$ cat src/nfctr_pkg.sv
// nfctr_pkg: constants, types and functional notes for the tag response register bank
// ---------------------------------------------------------------------------
// Functional notes
// - file_offset is a 16-bit read-write register for the pending read or update command, high byte 15-8, low byte 7-0, reset to zero.
// - on an update command the device loads buffer_start_index with the buffer index where it began storing the received packet.
// - buffer_start_index is 16 bits, high byte 15-8, low byte 7-0, both read-write and reset to zero.
// - the device answers each reader command within the frame wait time set by FWI, and sends an S(WTX) request when it cannot.
// - the reader's S(WTX) response restarts the response time-out.
// - the INF field of an S(WTX) request carries wait_extension_byte, bits 7-0 of wait_extension_request.
// - wait_extension_byte resets to 1; bits 15-8 are reserved read-write, reset to zero, and written as zero by software.
// - by default Select, Read Binary and Update Binary are answered with the device's predefined status words.
// - while custom_status_enable is set those commands are answered with custom_status_word.
// - custom_status_word holds SW1 in bits 15-8 and SW2 in bits 7-0, both read-write, reset to zero.
// - the device has no boundary scan test access.
// - the software version number is readable by the host through a version register.
// ---------------------------------------------------------------------------
package nfctr_pkg;

  // -------------------------------------------------------------------------
  // register byte addresses
  // -------------------------------------------------------------------------
  localparam logic [15:0] ADDR_CSW_LO    = 16'hffda;
  localparam logic [15:0] ADDR_CSW_HI    = 16'hffdb;
  localparam logic [15:0] ADDR_WTX_LO    = 16'hffde;
  localparam logic [15:0] ADDR_WTX_HI    = 16'hffdf;
  localparam logic [15:0] ADDR_BUF_LO    = 16'hffe4;
  localparam logic [15:0] ADDR_BUF_HI    = 16'hffe5;
  localparam logic [15:0] ADDR_OFS_LO    = 16'hffe6;
  localparam logic [15:0] ADDR_OFS_HI    = 16'hffe7;
  localparam logic [15:0] ADDR_VER_LO    = 16'hffea;

  // -------------------------------------------------------------------------
  // reset values and read answers
  // -------------------------------------------------------------------------
  localparam logic [15:0] RST_CSW        = 16'h0000;
  localparam logic [15:0] RST_WTX        = 16'h0001;
  localparam logic [15:0] RST_BUF        = 16'h0000;
  localparam logic [15:0] RST_OFS        = 16'h0000;
  localparam logic [7:0]  UNMAPPED_DATA  = 8'h00;
  // arbitrary neutral value, not any real release
  localparam logic [15:0] VERSION_DEFAULT = 16'h0100;

  // -------------------------------------------------------------------------
  // frame wait time: 4096 carrier periods times 2^fwi
  // -------------------------------------------------------------------------
  localparam int          FWT_CARRIER_PERIODS = 4096;
  localparam int          CARRIER_KHZ         = 13560;
  localparam int          CLK_KHZ             = 125000;
  // shortest time, so the division rounds down
  localparam int          FWT_BASE_CYCLES     = FWT_CARRIER_PERIODS * CLK_KHZ / CARRIER_KHZ;
  localparam logic [3:0]  FWI_MAX             = 4'he;
  // wtx is asked for once a quarter of the wait time remains
  localparam int          WTX_MARGIN_SHIFT    = 2;
  localparam int          TIMER_W             = 32;

  // -------------------------------------------------------------------------
  // carriers
  // -------------------------------------------------------------------------
  typedef struct packed {
    logic        wr;
    logic        rd;
    logic [15:0] addr;
    logic [7:0]  wdata;
  } nfctr_reg_req_type;

  typedef struct packed {
    logic        valid;
    logic [7:0]  rdata;
  } nfctr_reg_rsp_type;

  typedef struct packed {
    logic        valid;
    logic [15:0] word;
  } nfctr_sw_type;

  typedef enum logic [1:0] {
    WT_IDLE = 2'b00,
    WT_RUN  = 2'b01,
    WT_WTX  = 2'b10
  } nfctr_wt_state_type;

endpackage

$ cat src/nfctr_wait_timer.sv
// nfctr_wait_timer: frame wait timer that asks for a wait time extension
module nfctr_wait_timer #(
  parameter int FWT_BASE_CYCLES = nfctr_pkg::FWT_BASE_CYCLES
) (
  // clock and reset
  input  wire logic       clk,
  input  wire logic       rst_b,
  // command progress
  input  wire logic       cmd_start,
  input  wire logic       rsp_done,
  input  wire logic       wtx_ack,
  input  wire logic [3:0] fwi,
  input  wire logic [7:0] wtx_byte,
  // extension request
  output logic            wtx_req,
  output logic [7:0]      wtx_inf,
  output logic            timer_busy
);
  import nfctr_pkg::*;

  if (FWT_BASE_CYCLES < 4) begin : g_base_small
    $error("FWT_BASE_CYCLES too small");
  end
  if (FWT_BASE_CYCLES > 32'h0003_ffff) begin : g_base_large
    $error("FWT_BASE_CYCLES overflows the timer");
  end

  nfctr_wt_state_type       state;
  logic [TIMER_W-1:0]       elapsed;
  logic [TIMER_W-1:0]       limit;
  logic [TIMER_W-1:0]       fwt;
  logic [3:0]               fwi_eff;

  // fwi 15 is reserved, treat it as the largest legal value
  assign fwi_eff = (fwi > FWI_MAX) ? FWI_MAX : fwi;
  assign fwt     = TIMER_W'(FWT_BASE_CYCLES) << fwi_eff;

  // -------------------------------------------------------------------------
  // state and timer
  // -------------------------------------------------------------------------
  always_ff @(posedge clk or negedge rst_b) begin
    if (!rst_b) begin
      state   <= WT_IDLE;
      elapsed <= '0;
      limit   <= '0;
    end else begin
      case (state)
        WT_IDLE: begin
          if (cmd_start) begin
            elapsed <= '0;
            limit   <= fwt - (fwt >> WTX_MARGIN_SHIFT);
            state   <= WT_RUN;
          end
        end
        WT_RUN: begin
          if (rsp_done) begin
            state <= WT_IDLE;
          end else if (elapsed >= limit) begin
            state <= WT_WTX;
          end else begin
            elapsed <= elapsed + TIMER_W'(1);
          end
        end
        WT_WTX: begin
          if (rsp_done) begin
            state <= WT_IDLE;
          end else if (wtx_ack) begin
            elapsed <= '0;
            state   <= WT_RUN;
          end
        end
        default: state <= WT_IDLE;
      endcase
    end
  end

  // -------------------------------------------------------------------------
  // extension request pulse with its inf byte
  // -------------------------------------------------------------------------
  always_ff @(posedge clk or negedge rst_b) begin
    if (!rst_b) begin
      wtx_req <= 1'b0;
      wtx_inf <= 8'h00;
    end else begin
      wtx_req <= (state == WT_RUN) && !rsp_done && (elapsed >= limit);
      if ((state == WT_RUN) && !rsp_done && (elapsed >= limit)) begin
        wtx_inf <= wtx_byte;
      end
    end
  end

  assign timer_busy = (state != WT_IDLE);

endmodule // nfctr_wait_timer

$ cat src/nfctr_regs.sv
// nfctr_regs: host response register bank of the type 4 tag with status word and wtx control
module nfctr_regs #(
  parameter int          FWT_BASE_CYCLES = nfctr_pkg::FWT_BASE_CYCLES,
  parameter logic [15:0] VERSION_ADDR    = nfctr_pkg::ADDR_VER_LO,
  parameter logic [15:0] VERSION_VALUE   = nfctr_pkg::VERSION_DEFAULT
) (
  // clock and reset
  input  wire logic                       clk,
  input  wire logic                       rst_b,
  // byte register port from the serial engine
  input  wire nfctr_pkg::nfctr_reg_req_type reg_req,
  output nfctr_pkg::nfctr_reg_rsp_type      reg_rsp,
  // host response control
  input  wire logic                       custom_status_enable,
  // command engine: offset and buffer index loads
  input  wire logic                       offset_load,
  input  wire logic [15:0]                offset_value,
  input  wire logic                       update_index_load,
  input  wire logic [15:0]                update_index,
  // command engine: status word request
  input  wire logic                       sw_req,
  input  wire logic [15:0]                sw_default,
  output nfctr_pkg::nfctr_sw_type           sw_rsp,
  // command engine: frame wait timing
  input  wire logic                       cmd_start,
  input  wire logic                       rsp_done,
  input  wire logic                       wtx_ack,
  input  wire logic [3:0]                 fwi,
  output logic                            wtx_req,
  output logic [7:0]                      wtx_inf,
  output logic                            timer_busy,
  // register contents for the command engine
  output logic [15:0]                     file_offset_out,
  output logic [15:0]                     buffer_start_out
);
  import nfctr_pkg::*;

  if (VERSION_ADDR[0] != 1'b0) begin : g_ver_odd
    $error("VERSION_ADDR must be even");
  end
  if ((VERSION_ADDR >= ADDR_CSW_LO) && (VERSION_ADDR <= ADDR_OFS_HI)) begin : g_ver_overlap
    $error("VERSION_ADDR overlaps the register bank");
  end

  // -------------------------------------------------------------------------
  // storage
  // -------------------------------------------------------------------------
  logic [15:0] custom_status_word;
  logic [15:0] wait_extension_request;
  logic [15:0] buffer_start_index;
  logic [15:0] file_offset;
  logic [7:0]  wait_extension_byte;

  // byte write strobes
  logic wr_csw_lo;
  logic wr_csw_hi;
  logic wr_wtx_lo;
  logic wr_wtx_hi;
  logic wr_buf_lo;
  logic wr_buf_hi;
  logic wr_ofs_lo;
  logic wr_ofs_hi;

  assign wr_csw_lo = reg_req.wr && (reg_req.addr == ADDR_CSW_LO);
  assign wr_csw_hi = reg_req.wr && (reg_req.addr == ADDR_CSW_HI);
  assign wr_wtx_lo = reg_req.wr && (reg_req.addr == ADDR_WTX_LO);
  assign wr_wtx_hi = reg_req.wr && (reg_req.addr == ADDR_WTX_HI);
  assign wr_buf_lo = reg_req.wr && (reg_req.addr == ADDR_BUF_LO);
  assign wr_buf_hi = reg_req.wr && (reg_req.addr == ADDR_BUF_HI);
  assign wr_ofs_lo = reg_req.wr && (reg_req.addr == ADDR_OFS_LO);
  assign wr_ofs_hi = reg_req.wr && (reg_req.addr == ADDR_OFS_HI);

  // -------------------------------------------------------------------------
  // custom status word
  // -------------------------------------------------------------------------
  always_ff @(posedge clk or negedge rst_b) begin
    if (!rst_b) begin
      custom_status_word <= RST_CSW;
    end else begin
      if (wr_csw_hi) begin
        custom_status_word[15:8] <= reg_req.wdata;
      end
      if (wr_csw_lo) begin
        custom_status_word[7:0] <= reg_req.wdata;
      end
    end
  end

  // -------------------------------------------------------------------------
  // wait extension request
  // -------------------------------------------------------------------------
  always_ff @(posedge clk or negedge rst_b) begin
    if (!rst_b) begin
      wait_extension_request <= RST_WTX;
    end else begin
      // reserved byte is kept as written; software is expected to write zero
      if (wr_wtx_hi) begin
        wait_extension_request[15:8] <= reg_req.wdata;
      end
      if (wr_wtx_lo) begin
        wait_extension_request[7:0] <= reg_req.wdata;
      end
    end
  end

  assign wait_extension_byte = wait_extension_request[7:0];

  // -------------------------------------------------------------------------
  // buffer start index
  // -------------------------------------------------------------------------
  always_ff @(posedge clk or negedge rst_b) begin
    if (!rst_b) begin
      buffer_start_index <= RST_BUF;
    end else if (update_index_load) begin
      // engine load wins over a host byte write in the same cycle
      buffer_start_index <= update_index;
    end else begin
      if (wr_buf_hi) begin
        buffer_start_index[15:8] <= reg_req.wdata;
      end
      if (wr_buf_lo) begin
        buffer_start_index[7:0] <= reg_req.wdata;
      end
    end
  end

  // -------------------------------------------------------------------------
  // file offset
  // -------------------------------------------------------------------------
  always_ff @(posedge clk or negedge rst_b) begin
    if (!rst_b) begin
      file_offset <= RST_OFS;
    end else if (offset_load) begin
      file_offset <= offset_value;
    end else begin
      if (wr_ofs_hi) begin
        file_offset[15:8] <= reg_req.wdata;
      end
      if (wr_ofs_lo) begin
        file_offset[7:0] <= reg_req.wdata;
      end
    end
  end

  assign file_offset_out  = file_offset;
  assign buffer_start_out = buffer_start_index;

  // -------------------------------------------------------------------------
  // read path
  // -------------------------------------------------------------------------
  logic [7:0] next_rdata;

  always_comb begin
    next_rdata = UNMAPPED_DATA;
    if (reg_req.addr == VERSION_ADDR) begin
      next_rdata = VERSION_VALUE[7:0];
    end else if (reg_req.addr == (VERSION_ADDR + 16'h0001)) begin
      next_rdata = VERSION_VALUE[15:8];
    end else begin
      case (reg_req.addr)
        ADDR_CSW_LO: next_rdata = custom_status_word[7:0];
        ADDR_CSW_HI: next_rdata = custom_status_word[15:8];
        ADDR_WTX_LO: next_rdata = wait_extension_request[7:0];
        ADDR_WTX_HI: next_rdata = wait_extension_request[15:8];
        ADDR_BUF_LO: next_rdata = buffer_start_index[7:0];
        ADDR_BUF_HI: next_rdata = buffer_start_index[15:8];
        ADDR_OFS_LO: next_rdata = file_offset[7:0];
        ADDR_OFS_HI: next_rdata = file_offset[15:8];
        default:     next_rdata = UNMAPPED_DATA;
      endcase
    end
  end

  always_ff @(posedge clk or negedge rst_b) begin
    if (!rst_b) begin
      reg_rsp <= '0;
    end else begin
      reg_rsp.valid <= reg_req.rd;
      if (reg_req.rd) begin
        reg_rsp.rdata <= next_rdata;
      end
    end
  end

  // -------------------------------------------------------------------------
  // status word for select, read binary and update binary answers
  // -------------------------------------------------------------------------
  // the word is sampled once per request so a later host change cannot tear it
  always_ff @(posedge clk or negedge rst_b) begin
    if (!rst_b) begin
      sw_rsp <= '0;
    end else begin
      sw_rsp.valid <= sw_req;
      if (sw_req) begin
        if (custom_status_enable) begin
          sw_rsp.word <= custom_status_word;
        end else begin
          sw_rsp.word <= sw_default;
        end
      end
    end
  end

  // -------------------------------------------------------------------------
  // frame wait timing
  // -------------------------------------------------------------------------
  // no boundary scan port exists on this block
  nfctr_wait_timer #(
    .FWT_BASE_CYCLES (FWT_BASE_CYCLES)
  ) u_wait_timer (
    .clk        (clk),
    .rst_b      (rst_b),
    .cmd_start  (cmd_start),
    .rsp_done   (rsp_done),
    .wtx_ack    (wtx_ack),
    .fwi        (fwi),
    .wtx_byte   (wait_extension_byte),
    .wtx_req    (wtx_req),
    .wtx_inf    (wtx_inf),
    .timer_busy (timer_busy)
  );

endmodule // nfctr_regs

$ cat config.mk
export PLATFORM = sky130hd
export DESIGN_NAME = nfctr_regs
export DESIGN_NICKNAME = d
export VERILOG_FILES = /design/src/nfctr_pkg.sv /design/src/nfctr_wait_timer.sv /design/src/nfctr_regs.sv
export SDC_FILE = /design/constraint.sdc
export NUM_CORES = 1
export LEC_CHECK = 0
export ABC_AREA = 1
export BUFFER_PORTS_ARGS = -buffer_cell sky130_fd_sc_hd__buf_2
export CAP_MARGIN = 15
export CORE_MARGIN = 2
export CORE_UTILIZATION = 30
export DETAILED_ROUTE_END_ITERATION = 6
export PLACE_DENSITY = 0.49
export SLEW_MARGIN = 20
export SYNTH_ARGS = -nofsm -noshare
export SYNTH_HDL_FRONTEND = slang
export SYNTH_SLANG_ARGS = --single-unit
$ cat constraint.sdc
create_clock -name clk -period 2.35 [get_ports clk]
set_input_delay 0.235 -clock clk [delete_from_list [all_inputs] [get_ports clk]]
set_output_delay 0.235 -clock clk [all_outputs]
set_load 0.01 [all_outputs]
# Word level (Yosys, flattened, before mapping)
# Cells that the tools add are included.
dict set report totals {
  latch_bits 0
  reg_bits 165
  memories 0
  in_bits 87
  ram_bits 0
  out_inout_bits 68
  romBits 0
}
dict set report op_classes {
  n_eq_ne 19
  mux 23
  n_shift 1
  n_mul 0
  n_addsub 2
  n_bitwise 0
  reduce_logical 21
  div_mod_pow 0
  order_cmp 2
}
# cell count
set op_table {}
lappend op_table {{16-bit equality test, second input constant} 10}
lappend op_table {{32-bit 2-to-1 mux} 5}
lappend op_table {{32-bit case mux with 3 select lines} 1}
lappend op_table {{8-bit case mux with 8 select lines} 1}
lappend op_table {{16-bit 2-to-1 mux} 3}
lappend op_table {{8-bit 2-to-1 mux} 6}
lappend op_table {{32-bit by 1-bit adder with 32-bit output, second input constant} 1}
lappend op_table {{32-bit >= comparator} 1}
lappend op_table {{16-bit by 4-bit left shift with 32-bit output, first input constant} 1}
lappend op_table {{32-bit by 30-bit subtractor with 32-bit output} 1}
lappend op_table {{1-bit logical AND} 10}
lappend op_table {{2-bit 2-to-1 mux} 5}
lappend op_table {{2-bit inequality test, second input constant} 5}
lappend op_table {{2-bit nonzero test} 5}
lappend op_table {{2-bit case mux with 3 select lines} 1}
lappend op_table {{6-bit AND reduction} 1}
lappend op_table {{4-bit > comparator, second input constant} 1}
lappend op_table {{4-bit 2-to-1 mux} 1}
lappend op_table {{3-bit by 2-bit inequality test with 1-bit output, second input constant} 1}
lappend op_table {{3-bit inequality test, second input constant} 1}
lappend op_table {{3-bit AND reduction} 1}
lappend op_table {{3-bit nonzero test} 1}
lappend op_table {{2-bit by 1-bit equality test with 1-bit output, second input constant} 1}
lappend op_table {{2-bit equality test, second input constant} 1}
lappend op_table {{3 further kinds} 3}

# Longest topological paths before layout
dict set report logic_depth {
  ltp_word 4
  mapped_depth 25
  depth_no_buf 24
}

# Cells and area by module
# A second synthesis with hierarchy kept.
dict set report unflattened {
  hier_cells 1599
  area_unflattened_um2 11483.5
}
# mod instances area_per_inst_um2 cells_per_inst seq_area_each_um2
set by_module_without_submodules {}
lappend by_module_without_submodules {nfctr_wait_timer 1 6845.3 1024 1876.8}
lappend by_module_without_submodules {nfctr_regs 1 4638.2 575 2253.4}

# Least setup slack after synthesis
# No wires, ideal clock.
dict set report synth_timing {
  kind {input port to flip-flop}
  startpoint {in fwi[3]}
  endpoint {reg u_wait_timer.limit[27]}
  cell_stages 21
  arrival_ns 2.816
  setup_ns 0.129
  slack_ns -0.595
  path_buffers 1
  path_cell_list {buf_6 > nand2_1 > nor2_1 > inv_1 > nand2_1 > ha_1 > nand2_1 > inv_1 > nor2_1 > a21oi_1 > inv_1 > ha_1 > nand2_1 > o21ai_0 > a21oi_1 > nor3_1 > nor2_1 > nand2_1 > nand2_1 > nand3_1 > o21ai_1}
}
dict set report synth_via {
  elab_chain_cells 4
}
# element line
set synth_rtl {}
lappend synth_rtl {{start: declaration} nfctr_regs.sv:28} ;# input wire logic [3:0] fwi,
lappend synth_rtl {{4-bit > comparator} nfctr_wait_timer.sv:35} ;# assign fwi_eff = (fwi > FWI_MAX) ? FWI_MAX : fwi;
lappend synth_rtl {{4-bit 2-to-1 mux *} nfctr_wait_timer.sv:35}
lappend synth_rtl {{16-bit by 4-bit left shift with 32-bit output *} nfctr_wait_timer.sv:36} ;# assign fwt = TIMER_W'(FWT_BASE_CYCLES) << fwi_eff;
lappend synth_rtl {{32-bit by 30-bit subtractor with 32-bit output *} nfctr_wait_timer.sv:51} ;# limit <= fwt - (fwt >> WTX_MARGIN_SHIFT);
lappend synth_rtl {{end signal: assignment} nfctr_wait_timer.sv:51}
lappend synth_rtl {{end: declaration} nfctr_wait_timer.sv:30} ;# logic [TIMER_W-1:0] limit;
# Mark *: on every way between the ends. The rest lies on a longest branch, timed or not.
# A chain may end at the register's enable or synchronous reset.

# Final worst setup path
dict set report layout_timing {
  startpoint {reg u_wait_timer.elapsed[28]}
  endpoint {reg u_wait_timer.elapsed[8]}
}
dict set report layout_via {
  elab_chain_cells 3
}
# element line
set layout_rtl {}
lappend layout_rtl {{start: declaration} nfctr_wait_timer.sv:29} ;# logic [TIMER_W-1:0] elapsed;
lappend layout_rtl {{start signal: assignment} nfctr_wait_timer.sv:61} ;# elapsed <= elapsed + TIMER_W'(1);
lappend layout_rtl {{32-bit >= comparator} nfctr_wait_timer.sv:58} ;# end else if (elapsed >= limit) begin
lappend layout_rtl {{2-bit inequality test (no line)} --}
lappend layout_rtl {{6-bit AND reduction (no line)} --}
# No other way between the ends.

==> impl_metrics.json <==
{
  "outcome": "finished, violations left",
  "violations": "setup timing",
  "critPathKind": "reg2reg",
  "grt_max_degree": 53,
  "drtIter0Drc": 609,
  "ys_async_sr_fraction": 1.00,
  "syn_nets": 1729,
  "end_kind": "flip-flop",
  "clock-sinks": 165,
  "die_y_um": 197,
  "yosys_most_used_dff": "dfrtp_1",
  "min_period_ns": 2.43,
  "area_growth_pct": 40.4,
  "pre_cts_ws_ns": -0.535,
  "drive_gt1_frac": 0.329,
  "synth_edf_count": 0,
  "port_buffers": 154,
  "p_leak_nw": 7.61,
  "wl_per_cell_um": 15.8,
  "maxCapViolations": 0,
  "cp.required_ns": 2.71,
  "hold_class": "in2reg",
  "worstSkewPairLatency_ns": 0.45,
  "multi_input_area_um2": 7030,
  "dieArea_um2": 38800,
  "final.period_utilization": 1.03,
  "seqCellArea_um2": 4130,
  "rsz0062_at_grt": "true",
  "grt_pass1_vias": 11000,
  "routabilityCongestion": 0.909,
  "layout_setup_ws_ns": -0.0777,
  "grt_first_pass_wirelength_mm": 58.4,
  "met3_usage": 0.0356,
  "root_buffer": "clkbuf_16",
  "critPathLaunchType": "flip-flop",
  "cts_tree": "built",
  "ys_top_cells_by_count": "419 x nand2_1, 194 x inv_1, 164 x dfrtp_1, 147 x nor2_1, 124 x o21ai_0",
  "synthTopCellsByArea": "dfrtp_1 37%, nand2_1 14%, ha_1 7.2%, inv_1 6.5%, o21ai_0 5.6%",
  "final-max-slew-violation-count": 0,
  "worst_ir_drop_vdd_v": 0.000550,
  "dp_hpwl_mm": 29.1,
  "die_x_um": 197,
  "yosysTopAreaCellShare": 0.368,
  "antennaDiodeCount": 0,
  "finalSetupViolCount": 30,
  "cts_buffer_depth": 2,
  "synth_seq_cells": 165,
  "yosysWarnings": 0,
  "vias": 11400,
  "synth_cell_types": 53,
  "syn_inst": 1577,
  "finalSetupTns_ns": -1.53,
  "drt-pass1-iter-count": 5,
  "rows": 70,
  "htree_num_levels": 4,
  "grt_use_met1": 0.274,
  "synth_area_leader_cell": "dfrtp_1",
  "max_freq_mhz": 412,
  "grt-busiest-layer": "met2",
  "cellPowerDensity_nw_per_um2": 613,
  "final_nets": 2068,
  "synth.yosys.seq_area_share": 0.370,
  "path_clk_slew_ns": 0.07,
  "drc": 0,
  "coreArea_um2": 36600,
  "clock_skew_ns": 0.0123,
  "wl_mm": 37.9,
  "via_per_inst": 4.76,
  "fillers": 3790,
  "syn-mean-instance-area_um2": 7.08,
  "overflow": 0,
  "grt_use_met2": 0.295,
  "relSlewSlack": 0.587,
  "start_util": 0.305,
  "numCtsBuffers": 17,
  "finalHoldViolations": 0,
  "ios": 155,
  "worstMarginPinSlew_ns": 0.618,
  "final_antenna_net_count": 0,
  "cp.arrival_ns": 2.79,
  "grt_use_total": 0.191,
  "antenna_found_initial": 0,
  "crit_fanout": 8,
  "synth.most_common_cell": "nand2_1",
  "netlist_area_um2": 11200
}
-- sequential cells by signal, summed over array words and instances (netlist names) --
signal and count:
u_wait_timer.elapsed 32, file_offset_out 16, reg_rsp 9, custom_status_word 16
buffer_start_out 16, wait_extension_request 16, u_wait_timer.limit 32, u_wait_timer.wtx_req 1
u_wait_timer.wtx_inf 8, sw_rsp 17, u_wait_timer.state 2
-- power by group --
group / switching, W / internal [W] / total, W
registers: 0.000176 / 0.00313 / 0.00331
clock network: 0.00127 / 0.00169 / 0.00296
logic: 0.00189 / 0.00146 / 0.00334
-- placed cells by master (no fill, tap or decap), types with 22 or more instances in the layout --
cell,synthesis,layout
o21ai_2,4,22
nor3_1,28,22
dfrtp_1,164,163
o21ai_1,19,42
a21oi_1,97,72
nand2_1,419,375
o21ai_0,124,80
nor2_1,147,120
buf_4,1,192
inv_1,194,179
buf_2,10,151
nand2_2,13,41
nand4_1,23,23
clkbuf_16,0,22
nor2_2,6,28
a31oi_1,26,26
nand3_1,79,71
ha_1,64,42
-- layer usage --
layer  vias to the layer above  routed length (um)
li1                       5876                   -
met1                      5326               18800
met2                       169               17100
met3                        41                1410
met4                         0                 605
met5                         -                   0
-- worst max-delay path, stage by stage, from the launching register on --
cell and delay, ns:
dfrtp_1 0.44, ha_4 0.30, nand2_4 0.05, nor2_4 0.11, nand2_2 0.08, nor4_4 0.28, buf_4 0.16, nand4_1 0.13
nand3_2 0.18, o21ai_4 0.09, nand2_4 0.20, clkbuf_16 0.21, nand2_2 0.04, o21ai_1 0.07
-- area by class of cell --
type                    count  share of cell area
repair buffers            364               0.163
well taps                 468              0.0374
inverters                 204              0.0493
clock buffers              19              0.0276
multi-input cells        1164               0.448
clock inverters            13              0.0110
flip-flops and latches    165               0.264
-- metrics by stage --
step	cells	power, W	hold WS, ns	area (um^2)	utilization
after CTS	2373	0.00919	0.00599	14700	0.402
after detailed placement	2337	0.00617	0.233	14100	0.384
after floorplan	1577	0.00497	-0.0606	11500	-
after global placement	2337	0.00614	0.231	14100	0.384
final	2397	0.00961	0.0309	15700	0.428
after global routing	2397	0.0102	0.0205	15700	0.428
-- final timing paths --
path	start	to	slack (ns)	depth (start not counted)
min in group asynchronous	rst_b	u_wait_timer.limit[4]	0.31	2
worst min register to register	u_wait_timer.wtx_inf[0]	u_wait_timer.wtx_inf[0]	0.47	2
worst max-delay path	u_wait_timer.elapsed[28]	u_wait_timer.elapsed[8]	-0.08	13
worst max register to register	u_wait_timer.elapsed[28]	u_wait_timer.elapsed[8]	-0.08	13
worst min-delay path	offset_value[3]	file_offset_out[3]	0.03	3
max in group asynchronous	rst_b	wait_extension_request[9]	1.30	3
-- cell families (layout without fill, tap and decap cells) --
| kind of cell | count (synthesis) | in the layout | synth area share |
|---|---|---|---|
| AO/OA/AOI/OAI | 311 | 311 | 0.152 |
| XOR/XNOR | 15 | 15 | 0.0118 |
| adder cells (fa/ha/maj) | 65 | 65 | 0.0735 |
| buffers and inverters | 249 | 600 | 0.0896 |
| flip-flops | 165 | 165 | 0.370 |
| multiplexers | 6 | 6 | 0.00560 |
| AND/OR/NAND/NOR | 766 | 767 | 0.298 |
-- repair_timing --
action | CTS | global route
endpoints found under the setup margin | 43 | 59
endpoints found under the hold margin | 48 | 0
buffers inserted | 2 | 16
resized for setup | 7 | 198
pin swaps | 1 | 68
hold buffers | 2 | 0
gates cloned | 0 | 8
(Power assumes the default switching activity.)
